--- config.mk ---
export PLATFORM = sky130hd
export DESIGN_NAME = clk_switch
export DESIGN_NICKNAME = d
export VERILOG_FILES = /design/src/hw/clk_switch_pkg.sv /design/src/hw/clk_prescaler.sv /design/src/hw/clk_switch.sv
export SDC_FILE = /design/constraint.sdc
export NUM_CORES = 1
export LEC_CHECK = 0
export BUFFER_PORTS_ARGS = -buffer_cell sky130_fd_sc_hd__buf_2
export CAP_MARGIN = 20
export CORE_MARGIN = 8
export CORE_UTILIZATION = 58
export DETAILED_ROUTE_END_ITERATION = 8
export HOLD_SLACK_MARGIN = 0.12
export MAX_ROUTING_LAYER = met4
export PLACE_DENSITY = 0.79
export SYNTH_ARGS = -nofsm -noshare
export SYNTH_HDL_FRONTEND = slang
export SYNTH_SLANG_ARGS = --single-unit
--- constraint.sdc ---
create_clock -name hclk -period 3.38 [get_ports hclk]
set_input_delay 0.169 -clock hclk [delete_from_list [all_inputs] [get_ports hclk]]
set_output_delay 0.169 -clock hclk [all_outputs]
set_load 0.03 [all_outputs]
--- src/hw/clk_switch_pkg.sv ---
// Constants and decode helpers for the clock switch and prescaler
package clk_switch_pkg;
  // ==========================================================
  // Register byte offsets
  localparam logic [7:0] SRC_SEL_OFS = 8'h00;
  localparam logic [7:0] CMD_OFS = 8'h04;
  localparam logic [7:0] PRESC_OFS = 8'h08;
  localparam logic [7:0] MCU_CTRL_OFS = 8'h0c;
  localparam logic [7:0] STATUS_OFS = 8'h10;
  // ==========================================================
  // Field values and reset values
  localparam logic [7:0] CHG_EN_ONLY = 8'h80;
  localparam logic [3:0] CMD_DISABLE = 4'h1;
  localparam logic [3:0] CMD_ENABLE = 4'h2;
  localparam logic [3:0] CMD_REQUEST = 4'h3;
  localparam logic [3:0] CMD_SWITCH = 4'h4;
  localparam logic [3:0] CMD_RECOVER = 4'h5;
  localparam logic [3:0] DIV_DEF = 4'h0;
  localparam logic [3:0] DIV_FUSED = 4'h3;
  localparam logic [3:0] DIV_MAX = 4'h8;
  localparam logic [2:0] HSIZE_WORD = 3'h2;
  // ==========================================================
  // Timing: protection window in cycles, ready counts in edges
  localparam logic [2:0] PROT_CYCLES = 3'h4;
  localparam logic [14:0] RDY_CNT_0 = 15'h0006;
  localparam logic [14:0] RDY_CNT_1 = 15'h0102;
  localparam logic [14:0] RDY_CNT_2 = 15'h0400;
  // ==========================================================
  // Clock source classes
  localparam int NCLS = 5;
  localparam logic [2:0] CLS_RC = 3'h0;
  localparam logic [2:0] CLS_WDT = 3'h1;
  localparam logic [2:0] CLS_EXT = 3'h2;
  localparam logic [2:0] CLS_XTAL = 3'h3;
  localparam logic [2:0] CLS_PLL = 3'h4;
  localparam logic [2:0] CLS_NONE = 3'h7;
  localparam logic [3:0] CODE_RC8 = 4'h2;
  typedef enum logic [1:0] {
    INIT_A = 2'b00,
    INIT_B = 2'b01,
    INIT_LOAD = 2'b11,
    RUN = 2'b10
  } init_state_t;

  // Map a source code to its oscillator class
  function automatic logic [2:0] src_class(input logic [3:0] code);
    case (code)
      4'h0: src_class = CLS_EXT;
      4'h1, 4'h4, 4'h5: src_class = CLS_PLL;
      4'h2, 4'h6: src_class = CLS_RC;
      4'h3: src_class = CLS_WDT;
      4'h7: src_class = CLS_NONE;
      default: src_class = CLS_XTAL;
    endcase
  endfunction

  // Reference class of a PLL source code
  function automatic logic [2:0] pll_ref_of(input logic [3:0] code);
    case (code)
      4'h1: pll_ref_of = CLS_RC;
      4'h4: pll_ref_of = CLS_XTAL;
      4'h5: pll_ref_of = CLS_EXT;
      default: pll_ref_of = CLS_NONE;
    endcase
  endfunction
endpackage

--- src/hw/clk_prescaler.sv ---
// Glitch-free power-of-two system clock prescaler
`timescale 1ns/1ps
module clk_prescaler
  import clk_switch_pkg::*;
(
  // Clock and reset
  input wire logic hclk,
  input wire logic hresetn,
  // Division control and divided tick
  input wire logic [3:0] div_sel,
  output logic clk_tick
);
  // ==========================================================
  // Counter
  logic [7:0] cnt_r, cnt_nxt;
  logic [3:0] act_r, act_nxt;
  logic tick_r, tick_nxt;
  logic [7:0] last;

  // New division only taken at the end of a whole old period
  always_comb
  begin
    last = 8'(({8'h0, 8'h1} << act_r) - 16'h1);
    if (cnt_r == last)
    begin
      cnt_nxt = 8'h0;
      act_nxt = div_sel;
      tick_nxt = 1'b1;
    end
    else
    begin
      cnt_nxt = 8'(cnt_r + 8'h1);
      act_nxt = act_r;
      tick_nxt = 1'b0;
    end
  end

  // Counter runs on the undivided clock, state is not visible
  always_ff @(posedge hclk or negedge hresetn)
  begin
    if (!hresetn)
    begin
      cnt_r <= 8'h0;
      act_r <= 4'h0;
      tick_r <= 1'b0;
    end
    else
    begin
      cnt_r <= cnt_nxt;
      act_r <= act_nxt;
      tick_r <= tick_nxt;
    end
  end

  assign clk_tick = tick_r;
endmodule // clk_prescaler

--- src/hw/clk_switch.sv ---
// Clock source switch, command decode and prescaler control registers
//
// The implementer's own choices: the register offsets and the AHB-Lite slave port.
`timescale 1ns/1ps
// ============================================================
// Overview of operation
// Reset loads source code, start-up and clock-out from low fuse byte.
// Commands need change-enable write first, then command write.
// Decode commands 1 disable, 2 enable, 3 request, 4 switch, 5 recover.
// Enable, disable, request and switch latch config per source.
// Recover writes current system source code, nothing else.
// Several sources may be enabled at once.
// Enable starts selected source with its start-up setting.
// Disable ignored when target drives the system clock.
// Request clears ready, counts source edges, then sets ready.
// Software keeps source and start-up fields still while counting.
// Software checks new source, switches, then disables old one.
// Five sources: RC, watchdog, external, crystal, PLL divided.
// Only one external source enabled; no direct ext/xtal switch.
// PLL reference cannot change while PLL drives system clock.
// RC to RC frequency change only via RC frequency bit.
// Prescaler divides the system clocks by programmed factor.
// Division changes give no glitch and no faster clock.
// New division takes effect after old plus new periods.
// Prescaler counter runs on undivided clock, not readable.
// Prescaler change-enable then value within four cycles.
// Division is two to the power of code, up to 256.
// Reset division is eight when fuse set, else one.
// Command change-enable also expires after four cycles.
module clk_switch
  import clk_switch_pkg::*;
#(
  parameter logic [14:0] RDY_CNT_LONG = 15'h4000
)
(
  // Clock and reset
  input wire logic hclk,
  input wire logic hresetn,
  // AHB-Lite slave
  input wire logic hsel,
  input wire logic [7:0] haddr,
  input wire logic [1:0] htrans,
  input wire logic hwrite,
  input wire logic [2:0] hsize,
  input wire logic [31:0] hwdata,
  input wire logic hready,
  output logic [31:0] hrdata,
  output logic hreadyout,
  output logic hresp,
  // Fuses and oscillator activity
  input wire logic [7:0] fuse_low,
  input wire logic div_by_eight_fuse,
  input wire logic [4:0] osc_raw,
  // Clock tree controls
  output logic [4:0] osc_enable,
  output logic [2:0] pll_ref_class,
  output logic [3:0] sys_src_code,
  output logic [1:0] sys_startup,
  output logic clk_out_enable,
  output logic rc_freq_select,
  output logic sys_clk_tick
);
  // ==========================================================
  // State declarations
  init_state_t state_r, state_nxt;
  logic [8:0] fuse_s1_r, fuse_s2_r;
  logic [4:0] osc_s1_r, osc_s2_r, osc_s3_r;
  logic [3:0] src_code_r, src_code_nxt;
  logic [1:0] sut_r, sut_nxt;
  logic clock_out_enable_bit_r, clock_out_enable_bit_nxt;
  logic cce_r, cce_nxt, pce_r, pce_nxt;
  logic [2:0] cce_cnt_r, cce_cnt_nxt, pce_cnt_r, pce_cnt_nxt;
  logic rdy_r, rdy_nxt, counting_r, counting_nxt;
  logic [14:0] cnt_r, cnt_nxt, len_r, len_nxt;
  logic [2:0] cnt_cls_r, cnt_cls_nxt;
  logic [3:0] div_r, div_nxt;
  logic rc_r, rc_nxt;
  logic [4:0] en_r, en_nxt;
  logic [3:0] cur_code_r, cur_code_nxt;
  logic [2:0] pll_ref_r, pll_ref_nxt;
  logic [1:0] sut_mem_r [NCLS];
  logic [1:0] sut_mem_nxt [NCLS];
  logic clock_out_enable_bit_mem_r [NCLS];
  logic clock_out_enable_bit_mem_nxt [NCLS];
  logic [1:0] out_sut_r, out_sut_nxt;
  logic out_clock_out_enable_bit_r, out_clock_out_enable_bit_nxt;
  logic [2:0] cls, cur_cls, ref_cls, base_cls, nxt_cls;
  logic [4:0] osc_edge;
  logic [7:0] wd;
  logic cmd_go, cnt_start, ext_clash, pll_lock;

  // Ready count length for a start-up code
  function automatic logic [14:0] rdy_len(input logic [1:0] sut);
    case (sut)
      2'h0: rdy_len = RDY_CNT_0;
      2'h1: rdy_len = RDY_CNT_1;
      2'h2: rdy_len = RDY_CNT_2;
      default: rdy_len = RDY_CNT_LONG;
    endcase
  endfunction

  // ==========================================================
  // Bus slave: zero wait, reads registered into the data phase
  logic addr_ok, wr_pend_r, wr_pend_nxt;
  logic [7:0] wr_addr_r, wr_addr_nxt;
  logic [31:0] hrdata_r, hrdata_nxt;

  always_comb
  begin
    addr_ok = hsel && hready && htrans[1] && (hsize == HSIZE_WORD);
    wr_pend_nxt = addr_ok && hwrite;
    wr_addr_nxt = haddr;
    hrdata_nxt = 32'h0;
    if (addr_ok && !hwrite)
    begin
      case (haddr)
        SRC_SEL_OFS: hrdata_nxt = {25'h0, clock_out_enable_bit_r, sut_r, src_code_r};
        CMD_OFS: hrdata_nxt = {24'h0, cce_r, 2'h0, rdy_r, 4'h0};
        PRESC_OFS: hrdata_nxt = {24'h0, pce_r, 3'h0, div_r};
        MCU_CTRL_OFS: hrdata_nxt = {31'h0, rc_r};
        STATUS_OFS: hrdata_nxt = {19'h0, en_r, 1'h0, pll_ref_r,
                                  cur_code_r};
        default: hrdata_nxt = 32'h0;
      endcase
    end
  end

  always_ff @(posedge hclk or negedge hresetn)
  begin
    if (!hresetn)
    begin
      wr_pend_r <= 1'b0;
      wr_addr_r <= 8'h0;
      hrdata_r <= 32'h0;
    end
    else
    begin
      wr_pend_r <= wr_pend_nxt;
      wr_addr_r <= wr_addr_nxt;
      hrdata_r <= hrdata_nxt;
    end
  end

  assign hrdata = hrdata_r;
  assign hreadyout = 1'b1;
  assign hresp = 1'b0;

  // ==========================================================
  // Control next state: fuse load, protection, commands, counting
  always_comb
  begin
    state_nxt = state_r;
    src_code_nxt = src_code_r;
    sut_nxt = sut_r;
    clock_out_enable_bit_nxt = clock_out_enable_bit_r;
    cce_nxt = cce_r;
    cce_cnt_nxt = cce_cnt_r;
    pce_nxt = pce_r;
    pce_cnt_nxt = pce_cnt_r;
    rdy_nxt = rdy_r;
    counting_nxt = counting_r;
    cnt_nxt = cnt_r;
    len_nxt = len_r;
    cnt_cls_nxt = cnt_cls_r;
    div_nxt = div_r;
    rc_nxt = rc_r;
    en_nxt = en_r;
    cur_code_nxt = cur_code_r;
    pll_ref_nxt = pll_ref_r;
    sut_mem_nxt = sut_mem_r;
    clock_out_enable_bit_mem_nxt = clock_out_enable_bit_mem_r;
    wd = hwdata[7:0];
    cls = src_class(src_code_r);
    cur_cls = src_class(cur_code_r);
    ref_cls = pll_ref_of(src_code_r);
    base_cls = (cls == CLS_PLL) ? ref_cls : cls;
    ext_clash = (base_cls == CLS_EXT && en_r[CLS_XTAL]) ||
                (base_cls == CLS_XTAL && en_r[CLS_EXT]);
    pll_lock = cls == CLS_PLL && cur_cls == CLS_PLL &&
               ref_cls != pll_ref_r;
    osc_edge = osc_s2_r & ~osc_s3_r;
    cmd_go = 1'b0;
    cnt_start = 1'b0;
    // Protection windows expire after four cycles
    if (cce_r)
    begin
      cce_cnt_nxt = 3'(cce_cnt_r - 3'h1);
      cce_nxt = cce_cnt_r != 3'h1;
    end
    if (pce_r)
    begin
      pce_cnt_nxt = 3'(pce_cnt_r - 3'h1);
      pce_nxt = pce_cnt_r != 3'h1;
    end
    // Availability count over the selected source's edges
    if (counting_r && cnt_cls_r != CLS_NONE && osc_edge[cnt_cls_r])
    begin
      cnt_nxt = 15'(cnt_r + 15'h1);
      if (15'(cnt_r + 15'h1) == len_r)
      begin
        counting_nxt = 1'b0;
        rdy_nxt = 1'b1;
      end
    end
    case (state_r)
      INIT_A: state_nxt = INIT_B;
      INIT_B: state_nxt = INIT_LOAD;
      INIT_LOAD:
      begin
        state_nxt = RUN;
        src_code_nxt = fuse_s2_r[3:0];
        sut_nxt = fuse_s2_r[5:4];
        clock_out_enable_bit_nxt = fuse_s2_r[6];
        cur_code_nxt = fuse_s2_r[3:0];
        nxt_cls = src_class(fuse_s2_r[3:0]);
        pll_ref_nxt = pll_ref_of(fuse_s2_r[3:0]);
        if (nxt_cls != CLS_NONE)
        begin
          en_nxt[nxt_cls] = 1'b1;
          sut_mem_nxt[nxt_cls] = fuse_s2_r[5:4];
          clock_out_enable_bit_mem_nxt[nxt_cls] = fuse_s2_r[6];
        end
        if (pll_ref_nxt != CLS_NONE)
          en_nxt[pll_ref_nxt] = 1'b1;
        div_nxt = fuse_s2_r[8] ? DIV_FUSED : DIV_DEF;
      end
      RUN:
      begin
        if (wr_pend_r)
        begin
          case (wr_addr_r)
            SRC_SEL_OFS:
            begin
              src_code_nxt = wd[3:0];
              sut_nxt = wd[5:4];
              clock_out_enable_bit_nxt = wd[6];
            end
            CMD_OFS:
            begin
              if (wd == CHG_EN_ONLY && !cce_r)
              begin
                cce_nxt = 1'b1;
                cce_cnt_nxt = PROT_CYCLES;
              end
              else if (!wd[7] && cce_r)
              begin
                cce_nxt = 1'b0;
                cmd_go = 1'b1;
              end
            end
            PRESC_OFS:
            begin
              if (wd == CHG_EN_ONLY && !pce_r)
              begin
                pce_nxt = 1'b1;
                pce_cnt_nxt = PROT_CYCLES;
              end
              else if (!wd[7] && pce_r)
              begin
                pce_nxt = 1'b0;
                if (wd[3:0] <= DIV_MAX)
                  div_nxt = wd[3:0];
              end
            end
            MCU_CTRL_OFS: rc_nxt = wd[0];
            default: rc_nxt = rc_r;
          endcase
        end
        if (cmd_go && cls != CLS_NONE)
        begin
          case (wd[3:0])
            CMD_DISABLE:
              if (cls != cur_cls &&
                  !(cur_cls == CLS_PLL && cls == pll_ref_r))
                en_nxt[cls] = 1'b0;
            CMD_ENABLE:
              if (!ext_clash && !pll_lock)
              begin
                en_nxt[cls] = 1'b1;
                if (cls == CLS_PLL)
                begin
                  en_nxt[ref_cls] = 1'b1;
                  pll_ref_nxt = ref_cls;
                end
              end
            CMD_REQUEST:
            begin
              cnt_start = 1'b1;
              rdy_nxt = 1'b0;
              counting_nxt = 1'b1;
              cnt_nxt = 15'h0;
              cnt_cls_nxt = cls;
              len_nxt = rdy_len(sut_r);
            end
            CMD_SWITCH:
              if (en_r[cls] && !pll_lock &&
                  !(cur_cls == CLS_EXT && cls == CLS_XTAL) &&
                  !(cur_cls == CLS_XTAL && cls == CLS_EXT) &&
                  !(cur_cls == CLS_RC && cls == CLS_RC))
                cur_code_nxt = src_code_r;
            default: cur_code_nxt = cur_code_r;
          endcase
          if (wd[3:0] != CMD_RECOVER)
          begin
            sut_mem_nxt[cls] = sut_r;
            clock_out_enable_bit_mem_nxt[cls] = clock_out_enable_bit_r;
          end
        end
        if (cmd_go && wd[3:0] == CMD_RECOVER)
          src_code_nxt = cur_code_r;
      end
      default: state_nxt = INIT_A;
    endcase
    nxt_cls = src_class(cur_code_nxt);
    out_sut_nxt = (nxt_cls == CLS_NONE) ? 2'h0 : sut_mem_nxt[nxt_cls];
    out_clock_out_enable_bit_nxt = (nxt_cls != CLS_NONE) && clock_out_enable_bit_mem_nxt[nxt_cls];
  end

  // Register control state; pins pass two flops first
  always_ff @(posedge hclk or negedge hresetn)
  begin
    if (!hresetn)
    begin
      state_r <= INIT_A;
      {fuse_s1_r, fuse_s2_r} <= 18'h0;
      {osc_s1_r, osc_s2_r, osc_s3_r} <= 15'h0;
      {src_code_r, sut_r, clock_out_enable_bit_r} <= 7'h0;
      {cce_r, cce_cnt_r, pce_r, pce_cnt_r} <= 8'h0;
      {rdy_r, counting_r, cnt_cls_r} <= 5'h0;
      {cnt_r, len_r} <= 30'h0;
      {div_r, rc_r, en_r} <= 10'h0;
      {cur_code_r, pll_ref_r} <= 7'h0;
      sut_mem_r <= '{default: 2'h0};
      clock_out_enable_bit_mem_r <= '{default: 1'b0};
      {out_sut_r, out_clock_out_enable_bit_r} <= 3'h0;
    end
    else
    begin
      state_r <= state_nxt;
      fuse_s1_r <= {div_by_eight_fuse, fuse_low};
      fuse_s2_r <= fuse_s1_r;
      osc_s1_r <= osc_raw;
      osc_s2_r <= osc_s1_r;
      osc_s3_r <= osc_s2_r;
      {src_code_r, sut_r, clock_out_enable_bit_r} <= {src_code_nxt, sut_nxt, clock_out_enable_bit_nxt};
      {cce_r, cce_cnt_r} <= {cce_nxt, cce_cnt_nxt};
      {pce_r, pce_cnt_r} <= {pce_nxt, pce_cnt_nxt};
      {rdy_r, counting_r, cnt_cls_r} <= {rdy_nxt, counting_nxt,
                                         cnt_cls_nxt};
      {cnt_r, len_r} <= {cnt_nxt, len_nxt};
      {div_r, rc_r, en_r} <= {div_nxt, rc_nxt, en_nxt};
      {cur_code_r, pll_ref_r} <= {cur_code_nxt, pll_ref_nxt};
      sut_mem_r <= sut_mem_nxt;
      clock_out_enable_bit_mem_r <= clock_out_enable_bit_mem_nxt;
      {out_sut_r, out_clock_out_enable_bit_r} <= {out_sut_nxt, out_clock_out_enable_bit_nxt};
    end
  end

  // ==========================================================
  // Outputs and prescaler
  assign osc_enable = en_r;
  assign pll_ref_class = pll_ref_r;
  assign sys_src_code = cur_code_r;
  assign sys_startup = out_sut_r;
  assign clk_out_enable = out_clock_out_enable_bit_r;
  assign rc_freq_select = rc_r;

  clk_prescaler u_presc (
    .hclk(hclk),
    .hresetn(hresetn),
    .div_sel(div_r),
    .clk_tick(sys_clk_tick)
  );
endmodule // clk_switch

==> results_dict.tcl <==
set metrics [dict create \
    firstDrtPassIters 5 \
    cp.depth 8 \
    antenna_found_initial 1 \
    crit_family "compound AO/OA/AOI/OAI gates" \
    grt_overflow 0 \
    initial_core_util_pct 58.89 \
    timing.rr.start "src_code_r[1]" \
    via_count 6609 \
    hpwl_um 14020 \
    dp_cells 1028 \
    drc 0 \
    slew_violations 0 \
    netlist_instances 813 \
    power.density_nw_per_um2 438.4 \
    wl_per_cell_um 18.86 \
    ir_drop_mv 0.3987 \
    io_pins 115 \
    worstSetupStartpointType "register" \
    synthDistinctLibCells 85 \
    fin_crit_sh_pct 91.77 \
    cp.required_ps 3700 \
    grt_pass1_vias 6627 \
    finClkSkew_ps 7.727 \
    critical_path.most_common_cell "nor3_1" \
    status "finished, final reports clean" \
    crit_buf_inv 0 \
    drt_iter0_markers 546 \
    fin_setup_tns_ps 0 \
    cp-startpoint "src_code_r[1]" \
    rsz0062_at_grt "no" \
    path_class "reg2reg" \
    cts_buffers 17 \
    ctsResizeCount 0 \
    cts_buffer_depth 2 \
    ys_ff_latch 143 \
    slowest_stage "dfrtp_1" \
    fin_ws_ps 278.1 \
    crit_chain "nor3_1, nor3_1, o21ai_0, and4b_1, a211oi_2, o31a_1, nand3_1, a22o_1" \
    final_nets 974 \
    worst_hold_slack_ps 150.2 \
    area_growth_pct 16.87 \
    leakagePower_nw 3.936 \
    setup_viol 0 \
    clk_pin_slew_worst_paths_ps 60 \
    viasPerCell 6.047 \
    postPlaceCellArea_um2 8102 \
    setup.worst_path.end_class "register" \
    cts_max_level 4 \
    hold_viol 0 \
    cp.arrival_ps 3420 \
    synth-edff-count 0 \
    grt_pass1_wl_um 34180 \
    period_needed_ps 3102 \
    fmax_mhz 322.4 \
    row_count 42 \
    worst_r2r_path_depth 8 \
    dieArea_um2 17230 \
    final_util_pct 68.83 \
    finalWirelength_um 20610 \
    hold_path_class "in2reg" \
    cts_setup_buffers 0 \
    ant_nets 0 \
    ys_seq_area_share_pct 46.44 \
    insertion_delay_ps 430 \
    reg2reg_slack_ps 280 \
    synth_warnings 0 \
    timing.slew.headroom_pct 45.78 \
    synthFlopType "dfrtp_1" \
    instances_no_fill 1093 \
    grt_max_degree 111 \
    critPathCapture "osc_enable[2]" \
    pre_cts_ws_ps 303.9 \
    root_buffer "clkbuf_16" \
    die_w_um 131.3 \
    core_um2 13090 \
    numPortBuffers 67 \
    fp.dieH_um 131.3 \
    cts_tree "built" \
    synthArstFlopShare_pct 100.0 \
    drive_gt1_share_pct 16.05 \
    reg2reg_to "osc_enable[2]" \
    cts_num_sinks 143 \
    syn_avg_cell_area_um2 9.479 \
    grtUsageTotal_pct 25.02 \
    power_mw 3.948 \
    place_congestion 0.9203 \
    syn_area_um2 7706 \
    tightest_slew_ps 804.8 \
    holdBufCountCts 29 \
    critPathMaxStageDelay_ps 700 \
    final_cell_area_um2 9006 \
    cap_violations 0 \
    crit_fanout 15 \
]
[cell families (layout without fill, tap and decap cells)]
logic type      count (synthesis)  after routing  synth area share (%)
buf+inv                       103            187                 6.754
simple gates                  308            308                 20.60
fa+ha+maj                       7              7                 1.136
other cells                     2             22               0.09745
mux                            29             29                 4.075
xor+xnor                       42             42                 4.773
compound gates                179            179                 16.12
flops                         143            143                 46.44
[worst min path at each step]
| stage | startpoint | to | slack (ps) | cells after the start |
|---|---|---|---|---|
| 5_1_grt | hwdata[0] | src_code_r[0] | 160 | 3 |
| 2_1_floorplan | hresetn | cce_cnt_r[0] | -130 | 0 |
| 3_5_place_dp | fuse_low[2] | fuse_s1_r[2] | 280 | 1 |
| 6_report | hwdata[7] | pce_r | 150 | 5 |
| 4_1_cts | hwdata[7] | pce_r | 130 | 5 |
| 3_3_place_gp | fuse_low[2] | fuse_s1_r[2] | 280 | 1 |
[report_power, final]
| group | internal (mW) | leakage, nW | switching, mW |
|---|---|---|---|
| Sequential | 1.76 | 1.62 | 0.0648 |
| Combinational | 0.116 | 2.04 | 0.194 |
| Clock | 1.08 | 0.276 | 0.734 |
| Total | 2.95 | 3.94 | 0.993 |
[state kept, by name (all words and copies together) (netlist names), 5 cells and up]
register,count
wr_addr_r,8
osc_s2_r,5
fuse_s1_r,8
clock_out_enable_bit_mem_r,5
osc_s1_r,5
osc_enable,5
u_presc.cnt_r,8
osc_s3_r,5
cnt_r,15
fuse_s2_r,8
sut_mem_r,10
hrdata,13
len_r,5
[cell type report]
class                      instances  area (um^2)
multi-input combinational        586         3684
clock inverter                    14        142.6
sequential                       143         3578
tap                              176        220.2
fill                            1006         4079
timing repair buffer             117        807.0
inverter                          38        142.6
clock buffer                      18        429.2
antenna                            1        2.502
[layer usage]
layer	GRT usage, %	up-vias	part of all wire, %
met5	-	-	0
met1	30.22	3216	42
met2	39.75	285	48
met3	5.526	53	6.9
li1	-	3055	-
met4	11.04	0	2.6
[Yosys cell counts, drive strengths merged (8+ instances only)]
library cell    n  area, um^2
dfrtp         143        3578
nor2           89       334.1
nand2          66       247.7
o21ai          41       205.2
inv            37       138.9
a21oi          34       170.2
buf            34       252.7
clkbuf         30       116.4
xnor2          26       227.7
nor3           24       125.1
nand3          20       100.1
mux2i          19       190.2
and3           18       113.9
xor2           16       140.1
a31oi          14       87.58
nor4           14       93.84
nor3b          13       97.59
o22ai          12       75.07
nand4          11       83.83
nand3b         10       75.07
mux2            9       101.4
nand2b          9       56.30
nor2b           9       56.30
a211oi          8       65.06
a22oi           8       60.06
[cell usage in the layout, fill, tap and decap left out, types with 14 or more instances in the layout]
| master | count |
|---|---|
| dlygate4sd3_1 | 29 |
| conb_1 | 21 |
| dfrtp_1 | 143 |
| and3_1 | 17 |
| xnor2_1 | 26 |
| clkbuf_16 | 17 |
| mux2i_1 | 19 |
| xor2_1 | 16 |
| nand2_1 | 66 |
| inv_1 | 37 |
| a21oi_1 | 34 |
| o21ai_0 | 38 |
| buf_4 | 19 |
| nand3_1 | 20 |
| buf_2 | 66 |
| nor2_1 | 89 |
| nor3_1 | 22 |
| a31oi_1 | 14 |
[tightest hold or removal path: cells and delay by family]
| kind | cells | cell delay, ps |
|---|---|---|
| buf+inv | 1 | 130 |
| simple gates | 4 | 240 |
Power figures use the tool's default switching activity.
